==> config.mk <==
export PLATFORM = sky130hd
export DESIGN_NAME = synth_serial_load_and_dividers
export DESIGN_NICKNAME = d
export VERILOG_FILES = /design/src/hdl/synth_pkg.sv /design/src/hdl/synth_serial_load_and_dividers.sv
export SDC_FILE = /design/constraint.sdc
export NUM_CORES = 1
export LEC_CHECK = 0
export BUFFER_PORTS_ARGS = -buffer_cell sky130_fd_sc_hd__buf_2
export CAP_MARGIN = 20
export CORE_UTILIZATION = 55
export CTS_CLUSTER_SIZE = 16
export DETAILED_ROUTE_END_ITERATION = 7
export HOLD_SLACK_MARGIN = 0.05
export PLACE_DENSITY = 0.76
export SYNTH_ARGS = -nofsm -noshare
export SYNTH_HDL_FRONTEND = slang
export SYNTH_SLANG_ARGS = --single-unit
==> constraint.sdc <==
create_clock -name mclk -period 7.7 [get_ports mclk]
set_input_delay 1.54 -clock mclk [delete_from_list [all_inputs] [get_ports mclk]]
set_output_delay 1.54 -clock mclk [all_outputs]
set_load 0.005 [all_outputs]
==> src/hdl/synth_pkg.sv <==
// Constants shared by the synthesizer serial load and divider logic.
`default_nettype none
package synth_pkg;
   // ----------------------------------------------------------------
   // Serial word and latch selection
   // ----------------------------------------------------------------
   localparam int WORD_W = 24;
   localparam int CODE_W = 3;
   localparam int NUM_LATCH = 7;
   localparam logic [2:0] LATCH_RF_N = 3'h0;
   localparam logic [2:0] LATCH_RF_R = 3'h1;
   localparam logic [2:0] LATCH_RF_CTL = 3'h2;
   localparam logic [2:0] LATCH_MASTER = 3'h3;
   localparam logic [2:0] LATCH_IF_N = 3'h4;
   localparam logic [2:0] LATCH_IF_R = 3'h5;
   localparam logic [2:0] LATCH_IF_CTL = 3'h6;
   localparam logic [2:0] LATCH_NONE = 3'h7;
   localparam logic [WORD_W-1:0] LATCH_RESET = 24'h000000;
   // ----------------------------------------------------------------
   // Field positions inside the latches
   // ----------------------------------------------------------------
   localparam int RF_INT_LSB = 15;
   localparam int RF_FRAC_LSB = 3;
   localparam int RF_MOD_LSB = 3;
   localparam int RF_R_LSB = 15;
   localparam int RF_DOUBLER_BIT = 19;
   localparam int MON_SEL_LSB = 7;
   localparam int IF_A_LSB = 3;
   localparam int IF_B_LSB = 9;
   localparam int IF_PRE_LSB = 21;
   localparam int IF_R_LSB = 3;
   // ----------------------------------------------------------------
   // Divider limits
   // ----------------------------------------------------------------
   localparam logic [8:0] RF_INT_MIN = 9'h01f;
   localparam logic [11:0] RF_MOD_MIN = 12'h002;
   localparam logic [11:0] IF_B_MIN = 12'h003;
   localparam logic [6:0] IF_PRE_BASE = 7'h08;
   // ----------------------------------------------------------------
   // Register port map and status bits
   // ----------------------------------------------------------------
   localparam logic [7:0] REG_STATUS = 8'h00;
   localparam logic [7:0] REG_MASK = 8'h04;
   localparam logic [7:0] REG_STATE = 8'h08;
   localparam logic [7:0] REG_LATCH0 = 8'h20;
   localparam int EV_W = 6;
   localparam int EV_LOADED = 0;
   localparam int EV_RF_LOCK = 1;
   localparam int EV_RF_LOSS = 2;
   localparam int EV_IF_LOCK = 3;
   localparam int EV_IF_LOSS = 4;
   localparam int EV_DISCARD = 5;
   // ----------------------------------------------------------------
   // Timing
   // ----------------------------------------------------------------
   localparam int MCLK_PERIOD_NS = 25;
   localparam int ABL_TIME_NS = 50;
   localparam int ABL_CYCLES = (ABL_TIME_NS + MCLK_PERIOD_NS - 1) / MCLK_PERIOD_NS;
   localparam int LOCK_WIN_NS = 100;
   localparam int LOCK_WIN_CYCLES = LOCK_WIN_NS / MCLK_PERIOD_NS;
   localparam int LOCK_COUNT = 5;
   // ----------------------------------------------------------------
   // Monitor pin selections
   // ----------------------------------------------------------------
   typedef enum logic [3:0] {
      MON_OFF = 4'h0,
      MON_RF_LOCK = 4'h1,
      MON_IF_LOCK = 4'h2,
      MON_BOTH_LOCK = 4'h3,
      MON_RF_REF = 4'h4,
      MON_RF_FB = 4'h5,
      MON_IF_REF = 4'h6,
      MON_IF_FB = 4'h7,
      MON_RF_ALOCK = 4'h8,
      MON_IF_ALOCK = 4'h9
   } mon_sel_t;
endpackage
`default_nettype wire

==> src/hdl/synth_serial_load_and_dividers.sv <==
// Serial load port, divider chains, phase detectors and monitor output.
//
// Strobed register access and the address map were decided locally.
`default_nettype none
module synth_serial_load_and_dividers import synth_pkg::*; #(
   parameter int LOCK_CNT = LOCK_COUNT
) (
   // Clock, reset, enable
   input wire logic mclk,
   input wire logic rst,
   input wire logic ce,
   // Serial programming pins
   input wire logic serial_clock,
   input wire logic serial_data,
   input wire logic latch_strobe,
   // Reference and VCO inputs
   input wire logic reference_input,
   input wire logic rf_input,
   input wire logic if_input,
   // Register port
   input wire logic [7:0] addr,
   input wire logic [31:0] wdata,
   input wire logic wr,
   input wire logic rd,
   output logic [31:0] rdata,
   // Phase detector outputs, index 0 is RF and 1 is IF
   output logic [1:0] pump_up,
   output logic [1:0] pump_down,
   // Monitor pin and interrupt
   output logic monitor_output_o,
   output logic monitor_output_oe,
   output logic irq
);
   // ----------------------------------------------------------------
   // Pin synchronisers and edge detection
   // ----------------------------------------------------------------
   logic [5:0] pin_meta, pin_sync, pin_prev;
   logic sclk_rise, le_rise, ref_rise, ref_fall, rf_rise, if_rise, sdata_q;
   always_ff @(posedge mclk) begin
      if (rst) begin
         pin_meta <= 6'h00;
         pin_sync <= 6'h00;
         pin_prev <= 6'h00;
      end else if (ce) begin
         pin_meta <= {if_input, rf_input, reference_input, latch_strobe, serial_data, serial_clock};
         pin_sync <= pin_meta;
         pin_prev <= pin_sync;
      end
   end
   assign sclk_rise = pin_sync[0] & ~pin_prev[0];
   assign sdata_q = pin_sync[1];
   assign le_rise = pin_sync[2] & ~pin_prev[2];
   assign ref_rise = pin_sync[3] & ~pin_prev[3];
   assign ref_fall = ~pin_sync[3] & pin_prev[3];
   assign rf_rise = pin_sync[4] & ~pin_prev[4];
   assign if_rise = pin_sync[5] & ~pin_prev[5];

   // ----------------------------------------------------------------
   // Shift register and latches
   // ----------------------------------------------------------------
   logic [WORD_W-1:0] shift;
   logic [NUM_LATCH-1:0][WORD_W-1:0] latch;
   logic loaded_ev, discard_ev;
   always_ff @(posedge mclk) begin
      if (rst) begin
         shift <= LATCH_RESET;
      end else if (ce && sclk_rise) begin
         shift <= {shift[WORD_W-2:0], sdata_q};
      end
   end
   always_ff @(posedge mclk) begin
      if (rst) begin
         latch <= {NUM_LATCH{LATCH_RESET}};
         loaded_ev <= 1'b0;
         discard_ev <= 1'b0;
      end else if (ce) begin
         loaded_ev <= le_rise && shift[CODE_W-1:0] != LATCH_NONE;
         discard_ev <= le_rise && shift[CODE_W-1:0] == LATCH_NONE;
         if (le_rise && shift[CODE_W-1:0] != LATCH_NONE) begin
            latch[shift[CODE_W-1:0]] <= shift;
         end
      end
   end

   // ----------------------------------------------------------------
   // Field extraction with range clamping
   // ----------------------------------------------------------------
   logic [8:0] int_eff;
   logic [11:0] frac_val, mod_eff, b_eff;
   logic [3:0] rf_r;
   logic rf_dbl;
   logic [14:0] if_r;
   logic [5:0] a_val;
   logic [6:0] pre_p;
   logic [3:0] mon_sel;
   always_comb begin
      int_eff = {1'b0, latch[LATCH_RF_N][RF_INT_LSB +: 8]};
      if (int_eff < RF_INT_MIN) int_eff = RF_INT_MIN;
      frac_val = latch[LATCH_RF_N][RF_FRAC_LSB +: 12];
      mod_eff = latch[LATCH_RF_R][RF_MOD_LSB +: 12];
      if (mod_eff < RF_MOD_MIN) mod_eff = RF_MOD_MIN;
      if (frac_val >= mod_eff) frac_val = mod_eff - 12'h001;
      rf_r = latch[LATCH_RF_R][RF_R_LSB +: 4];
      rf_dbl = latch[LATCH_RF_R][RF_DOUBLER_BIT];
      if_r = latch[LATCH_IF_R][IF_R_LSB +: 15];
      a_val = latch[LATCH_IF_N][IF_A_LSB +: 6];
      b_eff = latch[LATCH_IF_N][IF_B_LSB +: 12];
      if (b_eff < IF_B_MIN) b_eff = IF_B_MIN;
      pre_p = IF_PRE_BASE << latch[LATCH_IF_N][IF_PRE_LSB +: 2];
      mon_sel = latch[LATCH_MASTER][MON_SEL_LSB +: 4];
   end

   // ----------------------------------------------------------------
   // Reference dividers
   // ----------------------------------------------------------------
   logic rf_ref_evt;
   logic [3:0] rr_cnt;
   logic [14:0] ir_cnt;
   logic [1:0] ref_p, fb_p;
   assign rf_ref_evt = ref_rise | (rf_dbl & ref_fall);
   always_ff @(posedge mclk) begin
      if (rst) begin
         rr_cnt <= 4'h0;
         ref_p[0] <= 1'b0;
      end else if (ce) begin
         ref_p[0] <= 1'b0;
         if (rf_ref_evt) begin
            if (rr_cnt + 4'h1 >= rf_r) begin
               rr_cnt <= 4'h0;
               ref_p[0] <= 1'b1;
            end else begin
               rr_cnt <= rr_cnt + 4'h1;
            end
         end
      end
   end
   always_ff @(posedge mclk) begin
      if (rst) begin
         ir_cnt <= 15'h0000;
         ref_p[1] <= 1'b0;
      end else if (ce) begin
         ref_p[1] <= 1'b0;
         if (ref_rise) begin
            if (ir_cnt + 15'h0001 >= if_r) begin
               ir_cnt <= 15'h0000;
               ref_p[1] <= 1'b1;
            end else begin
               ir_cnt <= ir_cnt + 15'h0001;
            end
         end
      end
   end

   // ----------------------------------------------------------------
   // RF fractional feedback divider
   // ----------------------------------------------------------------
   logic [8:0] nf_cnt, rf_div;
   logic [11:0] frac_acc;
   logic [12:0] frac_sum;
   assign frac_sum = {1'b0, frac_acc} + {1'b0, frac_val};
   always_ff @(posedge mclk) begin
      if (rst) begin
         nf_cnt <= 9'h000;
         rf_div <= RF_INT_MIN;
         frac_acc <= 12'h000;
         fb_p[0] <= 1'b0;
      end else if (ce) begin
         fb_p[0] <= 1'b0;
         if (rf_rise) begin
            if (nf_cnt + 9'h001 >= rf_div) begin
               nf_cnt <= 9'h000;
               fb_p[0] <= 1'b1;
               // One extra count whenever the accumulator overflows the modulus.
               if (frac_sum >= {1'b0, mod_eff}) begin
                  frac_acc <= 12'(frac_sum - {1'b0, mod_eff});
                  rf_div <= int_eff + 9'h001;
               end else begin
                  frac_acc <= frac_sum[11:0];
                  rf_div <= int_eff;
               end
            end else begin
               nf_cnt <= nf_cnt + 9'h001;
            end
         end
      end
   end

   // ----------------------------------------------------------------
   // IF pulse swallow divider
   // ----------------------------------------------------------------
   logic [6:0] pre_cnt, pre_mod;
   logic [11:0] b_left;
   logic [5:0] a_left;
   assign pre_mod = (a_left != 6'h00) ? pre_p + 7'h01 : pre_p;
   always_ff @(posedge mclk) begin
      if (rst) begin
         pre_cnt <= 7'h00;
         b_left <= 12'h000;
         a_left <= 6'h00;
         fb_p[1] <= 1'b0;
      end else if (ce) begin
         fb_p[1] <= 1'b0;
         if (if_rise) begin
            if (pre_cnt + 7'h01 >= pre_mod) begin
               pre_cnt <= 7'h00;
               if (b_left <= 12'h001) begin
                  b_left <= b_eff;
                  a_left <= a_val;
                  fb_p[1] <= 1'b1;
               end else begin
                  b_left <= b_left - 12'h001;
                  if (a_left != 6'h00) a_left <= a_left - 6'h01;
               end
            end else begin
               pre_cnt <= pre_cnt + 7'h01;
            end
         end
      end
   end

   // ----------------------------------------------------------------
   // Phase detectors and lock detect
   // ----------------------------------------------------------------
   logic [1:0] locked, fb_half, ref_half;
   for (genvar c = 0; c < 2; c++) begin : g_pfd
      logic [1:0] abl_cnt;
      logic [15:0] err_cnt;
      logic [3:0] good_cnt;
      always_ff @(posedge mclk) begin
         if (rst) begin
            pump_up[c] <= 1'b0;
            pump_down[c] <= 1'b0;
            abl_cnt <= 2'h0;
         end else if (ce) begin
            if (pump_up[c] && pump_down[c]) begin
               // Both sides stay on for the antibacklash time before reset.
               if (abl_cnt == 2'(ABL_CYCLES - 1)) begin
                  abl_cnt <= 2'h0;
                  pump_up[c] <= ref_p[c];
                  pump_down[c] <= fb_p[c];
               end else begin
                  abl_cnt <= abl_cnt + 2'h1;
               end
            end else begin
               if (ref_p[c]) pump_up[c] <= 1'b1;
               if (fb_p[c]) pump_down[c] <= 1'b1;
            end
         end
      end
      always_ff @(posedge mclk) begin
         if (rst) begin
            err_cnt <= 16'h0000;
            good_cnt <= 4'h0;
            locked[c] <= 1'b0;
            fb_half[c] <= 1'b0;
            ref_half[c] <= 1'b0;
         end else if (ce) begin
            if (fb_p[c]) fb_half[c] <= ~fb_half[c];
            if (ref_p[c]) ref_half[c] <= ~ref_half[c];
            if (pump_up[c] && pump_down[c] && abl_cnt == 2'h0) begin
               err_cnt <= 16'h0000;
               if (err_cnt <= 16'(LOCK_WIN_CYCLES)) begin
                  if (good_cnt >= 4'(LOCK_CNT - 1)) locked[c] <= 1'b1;
                  else good_cnt <= good_cnt + 4'h1;
               end else begin
                  good_cnt <= 4'h0;
                  locked[c] <= 1'b0;
               end
            end else if (pump_up[c] ^ pump_down[c]) begin
               if (err_cnt != 16'hffff) err_cnt <= err_cnt + 16'h0001;
               else begin
                  good_cnt <= 4'h0;
                  locked[c] <= 1'b0;
               end
            end
         end
      end
   end

   // ----------------------------------------------------------------
   // Monitor output multiplexer
   // ----------------------------------------------------------------
   always_ff @(posedge mclk) begin
      if (rst) begin
         monitor_output_o <= 1'b0;
         monitor_output_oe <= 1'b0;
      end else if (ce) begin
         monitor_output_oe <= 1'b1;
         monitor_output_o <= 1'b0;
         case (mon_sel)
            MON_OFF: monitor_output_oe <= 1'b0;
            MON_RF_LOCK: monitor_output_o <= locked[0];
            MON_IF_LOCK: monitor_output_o <= locked[1];
            MON_BOTH_LOCK: monitor_output_o <= &locked;
            MON_RF_REF: monitor_output_o <= ref_half[0];
            MON_RF_FB: monitor_output_o <= fb_half[0];
            MON_IF_REF: monitor_output_o <= ref_half[1];
            MON_IF_FB: monitor_output_o <= fb_half[1];
            // Open drain: pull low unless locked, then only during pump activity.
            MON_RF_ALOCK: monitor_output_oe <= ~locked[0] | pump_up[0] | pump_down[0];
            MON_IF_ALOCK: monitor_output_oe <= ~locked[1] | pump_up[1] | pump_down[1];
            default: monitor_output_o <= 1'b0;
         endcase
      end
   end

   // ----------------------------------------------------------------
   // Status, mask, interrupt and register port
   // ----------------------------------------------------------------
   logic [EV_W-1:0] status, mask, events;
   logic [1:0] locked_prev;
   logic [2:0] last_code;
   always_comb begin
      events = '0;
      events[EV_LOADED] = loaded_ev;
      events[EV_DISCARD] = discard_ev;
      events[EV_RF_LOCK] = locked[0] & ~locked_prev[0];
      events[EV_RF_LOSS] = ~locked[0] & locked_prev[0];
      events[EV_IF_LOCK] = locked[1] & ~locked_prev[1];
      events[EV_IF_LOSS] = ~locked[1] & locked_prev[1];
   end
   always_ff @(posedge mclk) begin
      if (rst) begin
         status <= '0;
         mask <= '0;
         locked_prev <= 2'h0;
         last_code <= 3'h0;
         irq <= 1'b0;
      end else if (ce) begin
         locked_prev <= locked;
         if (le_rise) last_code <= shift[CODE_W-1:0];
         if (wr && addr == REG_MASK) mask <= wdata[EV_W-1:0];
         // A new event wins over a write-one clear in the same cycle.
         if (wr && addr == REG_STATUS) status <= (status & ~wdata[EV_W-1:0]) | events;
         else status <= status | events;
         irq <= |(status & mask);
      end
   end
   always_ff @(posedge mclk) begin
      if (rst) begin
         rdata <= 32'h00000000;
      end else if (ce) begin
         rdata <= 32'h00000000;
         if (rd) begin
            if (addr == REG_STATUS) rdata <= {26'h0000000, status};
            else if (addr == REG_MASK) rdata <= {26'h0000000, mask};
            else if (addr == REG_STATE) rdata <= {21'h000000, last_code, mon_sel, 2'h0, locked};
            else if (addr >= REG_LATCH0 && addr < REG_LATCH0 + 8'h1c && addr[1:0] == 2'h0) begin
               rdata <= {8'h00, latch[3'(addr[4:2])]};
            end
         end
      end
   end
endmodule
`default_nettype wire

* Word-level counts from Yosys, hierarchy flattened *
Index checks and enable logic that the tools add are counted.

cells by class
  add/sub/neg operators = 17
  $mul = 0
  div/mod/pow operators = 0
  order comparisons = 19
  equal/unequal tests = 25
  shifts and indexed selects = 1
  mux-type cells = 76
  bitwise operators = 37
  reduce and logical (&&, ||, !) cells = 55

operators with widths
  kind                                                                           number
  168-bit bitwise mux                                                            1
  24-bit 2-to-1 mux                                                              7
  16-bit 2-to-1 mux                                                              6
  24-bit binary-select mux with 3-bit select                                     1
  24-bit demux with 3-bit select                                                 1
  12-bit 2-to-1 mux                                                              5
  4-bit 2-to-1 mux                                                               11
  16-bit by 1-bit adder with 16-bit output, second input constant                2
  16-bit by 3-bit <= comparator with 1-bit output, second input constant         2
  16-bit != test, second input constant                                          2
  1-bit 2-to-1 mux                                                               31
  2-bit AND reduction                                                            14
  12-bit by 2-bit less-than comparator with 1-bit output, second input constant  2
  3-bit AND reduction                                                            8
  12-bit by 1-bit subtractor with 12-bit output, second input constant           2
  4-bit AND reduction                                                            5
  9-bit by 1-bit adder with 9-bit output, second input constant                  2
  6-bit 2-to-1 mux                                                               3
  9-bit 2-to-1 mux                                                               2
  2-bit nonzero test                                                             9
  4-bit by 3-bit equality test with 1-bit output, second input constant          4
  15-bit by 1-bit adder with 15-bit output, second input constant                1
  15-bit >= comparator                                                           1
  15-bit 2-to-1 mux                                                              1
  48 further kinds                                                               107

word-level totals
  bits in registers = 396
  bits in latches = 0
  RAM bits = 0
  bits in read-only memories = 0
  logic and storage cells = 279
  memories kept = 0

* Depth between registers and ports, before layout *
Gate-level depths: netlist of the first run.

  word-level depth = 8
  gate-level depth with buffers = 34
  mapped depth without buffers = 31

* Worst setup path after synthesis of the first run *
Ideal clock, no wire load.

  kind = register to register
  start point = register latch[29] in the netlist's numbering
  end point = register rf_div[2]
  library setup time = 0.122 ns
  data arrival time = 6.422 ns
  required time = 7.578 ns
  path slack = 1.156 ns
  cell stages (with the launch flop) = 33
  path buffers = 2
  period minus slack after synthesis = 6.544 ns
  cells stage by stage = dfxtp_1 -> nor4_1 -> nand2_1 -> nor3_1 -> inv_1 -> o21ai_0 -> inv_1 -> ha_1 -> nand2b_1 -> a21o_1 -> a21o_1 -> a21oi_1 -> o21ai_1 -> o211ai_1 -> a21oi_1 -> clkbuf_1 -> mux2i_1 -> ha_1 -> a211oi_1 -> nor2_1 -> o31a_1 -> a41o_1 -> o41ai_1 -> xnor2_1 -> ha_1 -> nor3_1 -> o41ai_1 -> nor2_1 -> a21oi_1 -> or2_1 -> buf_4 -> a211o_1 -> a311o_1

on the way
  cells in the longest elaborated chain, start to end = 7
  elaborated cells on any way between the ends = 8
  classes of those cells = add/sub (2); order compare (3); mux (3)

RTL lines
  element                                                                                       line                                   RTL
  from (decl)                                                                                   synth_serial_load_and_dividers.sv:62   logic [NUM_LATCH-1:0][WORD_W-1:0] latch;
  from (signal assigned)                                                                        synth_serial_load_and_dividers.sv:73   latch <= {NUM_LATCH{LATCH_RESET}};
  from (signal, indexed assignment)                                                             synth_serial_load_and_dividers.sv:80   latch[shift[CODE_W-1:0]] <= shift;
  12-bit by 2-bit less-than comparator with 1-bit output                                        synth_serial_load_and_dividers.sv:101  if (mod_eff < RF_MOD_MIN) mod_eff = RF_MOD_MIN;
  12-bit 2-to-1 mux *                                                                           synth_serial_load_and_dividers.sv:101
  12-bit by 1-bit subtractor with 12-bit output / 12-bit >= comparator (equally long branches)  synth_serial_load_and_dividers.sv:102  if (frac_val >= mod_eff) frac_val = mod_eff - 12'h001;
  12-bit 2-to-1 mux                                                                             synth_serial_load_and_dividers.sv:102
  12-bit by 12-bit adder with 13-bit output                                                     synth_serial_load_and_dividers.sv:160  assign frac_sum = {1'b0, frac_acc} + {1'b0, frac_val};
  13-bit by 12-bit >= comparator with 1-bit output *                                            synth_serial_load_and_dividers.sv:174  if (frac_sum >= {1'b0, mod_eff}) begin
  9-bit 2-to-1 mux *                                                                            synth_serial_load_and_dividers.sv:174
  to (signal assigned)                                                                          synth_serial_load_and_dividers.sv:176  rf_div <= int_eff + 9'h001;
  to (signal assigned)                                                                          synth_serial_load_and_dividers.sv:179  rf_div <= int_eff;
  to (decl)                                                                                     synth_serial_load_and_dividers.sv:157  logic [8:0] nf_cnt, rf_div;

Mark *: on every way between the ends. The rest lies on a longest branch, timed or not.
A chain may end at the register's enable or synchronous reset.

* Final worst setup path of the first run *
Same ends and word-level chain as after synthesis.

==> out/qor.json, run 1 <==
{
  "power_switching": {"value": 921.8, "unit": "µW"},
  "critical_path.max_stage_delay": {"value": 450, "unit": "ps"},
  "num-fill-cells": {"value": 2987},
  "top_routing_layer_in_use": {"value": "met4"},
  "layout_cells_sized_above_1": {"value": 8.532, "unit": "%"},
  "route.met2.wl": {"value": 24390, "unit": "µm"},
  "die_y": {"value": 191.1, "unit": "µm"},
  "multiInputGateArea": {"value": 11010, "unit": "µm²"},
  "synth.top_cell.area_share": {"value": 39.40, "unit": "%"},
  "yosys-top-cells-count": {"value": "517 x sky130_fd_sc_hd__nand2_1, 387 x sky130_fd_sc_hd__dfxtp_1, 248 x sky130_fd_sc_hd__a21oi_1"},
  "final_replace_weighted_congestion": {"value": 0.9007},
  "flow.area_growth_from_synthesis": {"value": 8.920, "unit": "%"},
  "design.portCount": {"value": 90},
  "placementRows": {"value": 68},
  "internal_power_of_the_cells": {"value": 3.160, "unit": "mW"},
  "area_inside_the_core_boundary": {"value": 34880, "unit": "µm²"},
  "drt-wirelength-per-cell": {"value": 18.02, "unit": "µm"},
  "detail_route.wirelength": {"value": 52120, "unit": "µm"},
  "yosys_register_bits": {"value": 387},
  "met3_wirelength": {"value": 3480, "unit": "µm"},
  "slowest_stage": {"value": "sky130_fd_sc_hd__nor4_2"},
  "fin_worst_hold_slack": {"value": 453.5, "unit": "ps"},
  "criticalPathCategory": {"value": "register to register"},
  "floorplan.initialDensity": {"value": 56.37, "unit": "%"},
  "outcome": {"value": "completed"},
  "power.density": {"value": 190.6, "unit": "nW/µm²"},
  "grt_max_degree": {"value": 128},
  "drc_errors": {"value": 0},
  "yosys_warnings": {"value": 0},
  "timing.critical_path.from_type": {"value": "register"},
  "cp-end-kind": {"value": "register"},
  "required": {"value": 8130, "unit": "ps"},
  "fin_clk_skew": {"value": 12.15, "unit": "ps"},
  "synth_flop_cell": {"value": "sky130_fd_sc_hd__dfxtp_1"},
  "grt.total_usage": {"value": 28.74, "unit": "%"},
  "drt_pass1_iterations": {"value": 5},
  "cts.clk_slew.worst_paths": {"value": 60, "unit": "ps"},
  "grt_first_pass_wirelength": {"value": 84630, "unit": "µm"},
  "synth_seq_area_share": {"value": 39.40, "unit": "%"},
  "worstMarginPinSlew": {"value": 1157, "unit": "ps"},
  "global_route.overflow_total": {"value": 0},
  "worst-path-buf-inv": {"value": 2},
  "comb_power_share": {"value": 2.9, "unit": "%"},
  "power.share.sequential": {"value": 49.2, "unit": "%"},
  "dpl.hpwl": {"value": 34470, "unit": "µm"},
  "grt_pass1_vias": {"value": 16549},
  "critical-path-top-delay-family": {"value": "compound AO/OA/AOI/OAI gates"},
  "fmax": {"value": 142.6, "unit": "MHz"},
  "tritoncts": {"value": "built"},
  "max-clock-path-buffers": {"value": 3},
  "vias": {"value": 17390},
  "worstHoldPathType": {"value": "register to register"},
  "met1_routed_wirelength_after_detailed_routing": {"value": 22340, "unit": "µm"},
  "cts_root_buf": {"value": "sky130_fd_sc_hd__clkbuf_16"},
  "clk-insertion-delay-late": {"value": 550, "unit": "ps"},
  "synth.top_cells.by_area": {"value": "sky130_fd_sc_hd__dfxtp_1 39%, sky130_fd_sc_hd__nand2_1 9.9%, sky130_fd_sc_hd__a21oi_1 6.3%, sky130_fd_sc_hd__ha_1 5.5%, sky130_fd_sc_hd__mux2i_1 4.3%"},
  "cts-buffers-inserted": {"value": 41},
  "synth.largest_area_cell": {"value": "sky130_fd_sc_hd__dfxtp_1"},
  "setup_violations": {"value": 0},
  "post_synth_instance_area": {"value": 19670, "unit": "µm²"},
  "grt_antenna_before_repair": {"value": 0},
  "synth.most_common_cell": {"value": "sky130_fd_sc_hd__nand2_1"},
  "post_synth.cell_area_avg": {"value": 8.050, "unit": "µm²"},
  "min_period": {"value": 7013, "unit": "ps"},
  "die_width": {"value": 191.1, "unit": "µm"},
  "synth_edf_count": {"value": 0},
  "finalSetupTns": {"value": 0, "unit": "ps"},
  "synth_cells": {"value": 2443},
  "final-max-slew-violation-count": {"value": 0},
  "port-buffer-count": {"value": 55},
  "drv_cap": {"value": 0},
  "synthArstFlopShare": {"value": 0, "unit": "%"},
  "report.power.total": {"value": 4.082, "unit": "mW"},
  "setup_repair_after_global_routing_missed_its_margin": {"value": "false"},
  "p_sw_share": {"value": 22.58, "unit": "%"},
  "period_share": {"value": 91.07, "unit": "%"},
  "drt_iter0_markers": {"value": 1508},
  "power_leakage": {"value": 8.001, "unit": "nW"},
  "crit_path_max_fanout": {"value": 9},
  "ant_nets": {"value": 0},
  "cts.htree.levels": {"value": 2},
  "register_area": {"value": 7747, "unit": "µm²"},
  "fp.dieArea": {"value": 36520, "unit": "µm²"},
  "cts_num_sinks": {"value": 387},
  "p_clk_share": {"value": 47.9, "unit": "%"},
  "timing_hold_violations_final": {"value": 0},
  "cp.arrival": {"value": 7440, "unit": "ps"},
  "antennaDiodeCount": {"value": 0},
  "holdBufCountCts": {"value": 0},
  "worst_path_most_repeated_cell": {"value": "sky130_fd_sc_hd__ha_1"},
  "via_density": {"value": 6.011},
  "irDropWorstVdd": {"value": 0.2216, "unit": "mV"},
  "relSlewSlack": {"value": 22.67, "unit": "%"},
  "final_net_count": {"value": 2548},
  "synthDistinctLibCells": {"value": 78}
}
area by class of cell:
class,count,share of cell area [%]
Tap cell,455,2.658
Inverter,80,1.402
Sequential cell,387,36.17
Multi-Input combinational cell,1818,51.40
Clock buffer,54,5.392
Clock inverter,19,0.7360
Timing Repair Buffer,80,2.243
flip-flops by register name, summed over array words and instances (netlist names), 8 cells and up:
signal,cells
frac_acc,12
b_left,12
g_pfd.err_cnt,32
latch,147
nf_cnt,9
rf_div,9
ir_cnt,15
if_r,15
rdata,24
shift,24
g_pfd.good_cnt,8
per-layer routing:
layer | GRT usage [%] | vias to the layer above
met1 | 37.20 | 8364
li1 | - | 8319
met3 | 4.498 | 120
met4 | 11.75 | 0
met5 | 0 | -
met2 | 47.63 | 587
through the flow:
stage / cell area (µm²) / utilization, % / worst slack [ps] / cells
CTS: 21390 / 61.32 / 255.6 / 2892
detailed placement: 20080 / 57.55 / 282.9 / 2819
global route: 21420 / 61.40 / 84.64 / 2893
floorplan: 19690 / - / 1156 / 2450
finish: 21420 / 61.40 / 687.4 / 2893
global placement: 20080 / 57.55 / 430.2 / 2819
worst reg2reg max path: cells and delay by family (launching register included):
kind	cells	cell delay, ps
XOR/XNOR	1	170
adder cells (fa/ha/maj)	3	810
AND/OR/NAND/NOR	8	1820
multiplexers	1	350
buffers and inverters	2	180
AO/OA/AOI/OAI	15	3200
flip-flops	1	380
layout by cell type (no fill, tap or decap), drive strengths merged, types with 54 or more instances in the layout:
master    n
nand2   517
dfxtp   387
a21oi   250
nor2    210
o21ai   128
ha       87
mux2i    85
inv      80
buf      80
clkbuf   54
power by group through the flow:
stage | clock network [mW] | logic (mW) | registers, mW
after detailed placement | 0 | 0.114 | 2.06
after CTS | 1.97 | 0.115 | 2.01
after global routing | 2.06 | 0.124 | 2.01
after global placement | 0 | 0.112 | 2.05
after floorplan | 0 | 0.0838 | 2.05
final | 1.96 | 0.117 | 2.01
logic make-up after synthesis:
| logic type | after synthesis | share of synthesized area [%] |
|---|---|---|
| compound gates | 528 | 16.08 |
| xor+xnor | 86 | 3.830 |
| fa+ha+maj | 89 | 5.739 |
| buf+inv | 245 | 4.950 |
| flops | 387 | 39.40 |
| mux | 120 | 7.705 |
| other cells | 1 | 0.01907 |
| simple gates | 987 | 22.28 |
path summary, 6_finish.rpt:
path / from / end / slack (ps) / cells past startpoint
worst max-delay path: latch[29] / rf_div[2] / 690 / 30
worst min-delay path: latch[69] / latch[69] / 450 / 2
worst max register to register: latch[29] / rf_div[2] / 690 / 30
worst min register to register: latch[69] / latch[69] / 450 / 2
timing repair:
item | in CTS | in global routing
setup buffers | 0 | 0
setup endpoints to repair | 0 | 21
gates resized for setup | 0 | 3
(Power assumes the default switching activity.)
==> run 2: changes to the inputs <==
- CORE_ASPECT_RATIO: not set -> 0.75
- CORE_MARGIN: not set -> 5
==> out/qor.json, run 2 (synthesized netlist as in run 1, its figures left out) <==
{
  "placementRows": {"value": 60, "change": "-12%"},
  "via_density": {"value": 5.874, "change": "-2.3%"},
  "crit-reg2reg-capture": {"value": "rf_div[2]"},
  "timing.reg2reg.setup_slack": {"value": 630, "unit": "ps", "change": "-50 ps"},
  "grt.total_usage": {"value": 24.64, "unit": "%", "change": "-4.1 points"},
  "num-fill-cells": {"value": 3069, "change": "+2.7%"},
  "relSlewSlack": {"value": 19.97, "unit": "%", "change": "-2.7 points"},
  "detail_route.wirelength": {"value": 50640, "unit": "µm", "change": "-2.8%"},
  "mostFrequentLayoutCells": {"value": "517 x sky130_fd_sc_hd__nand2_1, 387 x sky130_fd_sc_hd__dfxtp_1, 247 x sky130_fd_sc_hd__a21oi_1, 205 x sky130_fd_sc_hd__nor2_1, 115 x sky130_fd_sc_hd__o21ai_0"},
  "met1_routed_wirelength_after_detailed_routing": {"value": 23110, "unit": "µm", "change": "+3.5%"},
  "setup_violations": {"value": 0, "change": "unchanged"},
  "flow.area_growth_from_synthesis": {"value": 9.175, "unit": "%"},
  "holdBufCountCts": {"value": 0, "change": "unchanged"},
  "global_route.overflow_total": {"value": 0, "change": "unchanged"},
  "fmax": {"value": 141.5, "unit": "MHz", "change": "-0.77%"},
  "slowest_stage": {"value": "sky130_fd_sc_hd__dfxtp_1"},
  "clk-insertion-delay-late": {"value": 550, "unit": "ps", "change": "about the same"},
  "drt_pass1_iterations": {"value": 6, "change": "+1"},
  "cp.arrival": {"value": 7490, "unit": "ps", "change": "+50 ps"},
  "drt_iter0_markers": {"value": 1651, "change": "+9.5%"},
  "irDropWorstVdd": {"value": 0.1827, "unit": "mV", "change": "-18%"},
  "antennaDiodeCount": {"value": 0, "change": "unchanged"},
  "grt_pass1_vias": {"value": 16204, "change": "-2.1%"},
  "finalSetupTns": {"value": 0, "unit": "ps", "change": "unchanged"},
  "final_net_count": {"value": 2544, "change": "-0.16%"},
  "largest_register_ffs": {"value": 147, "change": "unchanged"},
  "outcome": {"value": "completed"},
  "top_register": {"value": "latch"},
  "cts.clk_slew.worst_paths": {"value": 60, "unit": "ps", "change": "about the same"},
  "dp.cells": {"value": 2829, "change": "+0.35%"},
  "met3_wirelength": {"value": 4154, "unit": "µm", "change": "+19%"},
  "route.met2.wl": {"value": 22430, "unit": "µm", "change": "-8.0%"},
  "grt_first_pass_wirelength": {"value": 82900, "unit": "µm", "change": "-2.0%"},
  "reg_top3": {"value": "latch x147, g_pfd.err_cnt x32"},
  "mostFrequentLayoutCell": {"value": "sky130_fd_sc_hd__nand2_1"},
  "critical_path.max_stage_delay": {"value": 390, "unit": "ps", "change": "-60 ps"},
  "tritoncts": {"value": "built"},
  "grt_antenna_before_repair": {"value": 0, "change": "unchanged"},
  "final-max-slew-violation-count": {"value": 0, "change": "unchanged"},
  "multiInputGateArea": {"value": 11010, "unit": "µm²", "change": "about the same"},
  "criticalPathCategory": {"value": "register to register"},
  "floorplan.initialDensity": {"value": 55.26, "unit": "%", "change": "-1.1 points"},
  "power_leakage": {"value": 8.014, "unit": "nW", "change": "+0.16%"},
  "area_inside_the_core_boundary": {"value": 35580, "unit": "µm²", "change": "+2.0%"},
  "max-clock-path-buffers": {"value": 3, "change": "unchanged"},
  "worstHoldPathCells": {"value": 2, "change": "unchanged"},
  "reg2reg_depth": {"value": 32, "change": "+6.7%"},
  "design.portCount": {"value": 90, "change": "unchanged"},
  "fin_worst_hold_slack": {"value": 454.0, "unit": "ps", "change": "+0.5100 ps"},
  "ant_nets": {"value": 0, "change": "unchanged"},
  "final_replace_weighted_congestion": {"value": 0.8783, "change": "-2.5%"},
  "final_cells": {"value": 2896, "change": "+0.10%"},
  "postLayoutCoreUtil": {"value": 60.33, "unit": "%", "change": "-1.1 points"},
  "min_period": {"value": 7067, "unit": "ps", "change": "+54.28 ps"},
  "die_width": {"value": 228.3, "unit": "µm", "change": "+19%"},
  "timing.critical_path.from_type": {"value": "register"},
  "cts-buffers-inserted": {"value": 38, "change": "-7.3%"},
  "register_area": {"value": 7747, "unit": "µm²", "change": "unchanged"},
  "vias": {"value": 17012, "change": "-2.2%"},
  "timing_hold_violations_final": {"value": 0, "change": "unchanged"},
  "setup_repair_after_global_routing_missed_its_margin": {"value": "false"},
  "fp.dieArea": {"value": 39680, "unit": "µm²", "change": "+8.7%"},
  "die_y": {"value": 173.8, "unit": "µm", "change": "-9.1%"},
  "cts_root_buf": {"value": "sky130_fd_sc_hd__clkbuf_16"},
  "drc_errors": {"value": 0, "change": "unchanged"},
  "layout_cells_sized_above_1": {"value": 8.063, "unit": "%", "change": "-0.47 points"},
  "holdPathEnd": {"value": "rdata[20]"},
  "grt_max_degree": {"value": 236, "change": "+84%"},
  "cts_resized": {"value": 0, "change": "unchanged"},
  "port-buffer-count": {"value": 55, "change": "unchanged"},
  "dpl.hpwl": {"value": 34670, "unit": "µm", "change": "+0.57%"},
  "cts_num_sinks": {"value": 387, "change": "unchanged"},
  "fin_clk_skew": {"value": 16.74, "unit": "ps", "change": "+4.590 ps"},
  "cts.htree.levels": {"value": 2, "change": "unchanged"},
  "drv_cap": {"value": 0, "change": "unchanged"},
  "timing.hold.worst.start": {"value": "rdata[20]"},
  "cp-end-kind": {"value": "register"},
  "period_share": {"value": 91.78, "unit": "%", "change": "+0.70 points"},
  "worstMarginPinSlew": {"value": 1200, "unit": "ps", "change": "+43.72 ps"},
  "post_cts_buffers": {"value": 0, "change": "unchanged"},
  "power.density": {"value": 192.3, "unit": "nW/µm²", "change": "+0.90%"},
  "top_routing_layer_in_use": {"value": "met4"},
  "required": {"value": 8120, "unit": "ps", "change": "about the same"},
  "drt-wirelength-per-cell": {"value": 17.48, "unit": "µm", "change": "-2.9%"},
  "regToRegStartpoint": {"value": "latch[29]"},
  "crit_path_max_fanout": {"value": 9, "change": "unchanged"},
  "worstHoldPathType": {"value": "register to register"}
}
run 2: cell count changes in the layout (fill, tap and decap cells not counted), sizes merged:
cell / delta
clkinv: -7
clkinvlp: -5
bufinv: +4
clkbuf: +2
buf: -1
run 2: worst max-delay path by stage:
stage                     startpoint   endpoint  slack [ps]  depth (start not counted)
after global placement     latch[29]  rf_div[2]         670                         32
final                      latch[29]  rf_div[2]         630                         32
after detailed placement   latch[29]  rf_div[6]         570                         33
after floorplan            latch[29]  rf_div[2]        1160                         32
after CTS                  latch[29]  rf_div[6]         430                         33
after global routing       latch[29]  rf_div[6]          30                         34
run 2: critical path, delay by kind of cell (launching register included):
kind | cells | cell delay, ps
compound gates | 14 | 2960
simple gates | 8 | 1580
flops | 1 | 390
mux | 1 | 360
xor+xnor | 1 | 150
buf+inv | 5 | 770
fa+ha+maj | 3 | 760
run 2: area by class of cell:
type                            instances  share of cell area (%)
Inverter                               80                   1.399
Clock buffer                           56                   5.274
Sequential cell                       387                   36.09
Tap cell                              465                   2.710
Clock inverter                         11                  0.9558
Timing Repair Buffer                   79                   2.285
Multi-Input combinational cell       1818                   51.29
run 2: power breakdown:
group	switching (mW)	internal, mW
registers	0.00374	2.01
clock network	0.786	1.22
logic	0.0816	0.0309
total	0.871	3.26
run 2: per-layer routing:
metal,up-vias,global-route usage [%]
li1,8329,-
met1,8011,35.05
met2,601,38.55
met3,71,5.207
met4,0,6.097
met5,-,0
run 2: per-stage QoR:
| step | total power [mW] | area, µm² | worst slack [ps] |
|---|---|---|---|
| 2_1_floorplan | 2.138 | 19690 | 1156 |
| 6_report | 4.128 | 21470 | 633.1 |
| 5_1_grt | 4.251 | 21470 | 33.44 |
| 4_1_cts | 4.152 | 21450 | 428.5 |
| 3_3_place_gp | 2.164 | 20110 | 667.9 |
| 3_5_place_dp | 2.166 | 20110 | 569.5 |
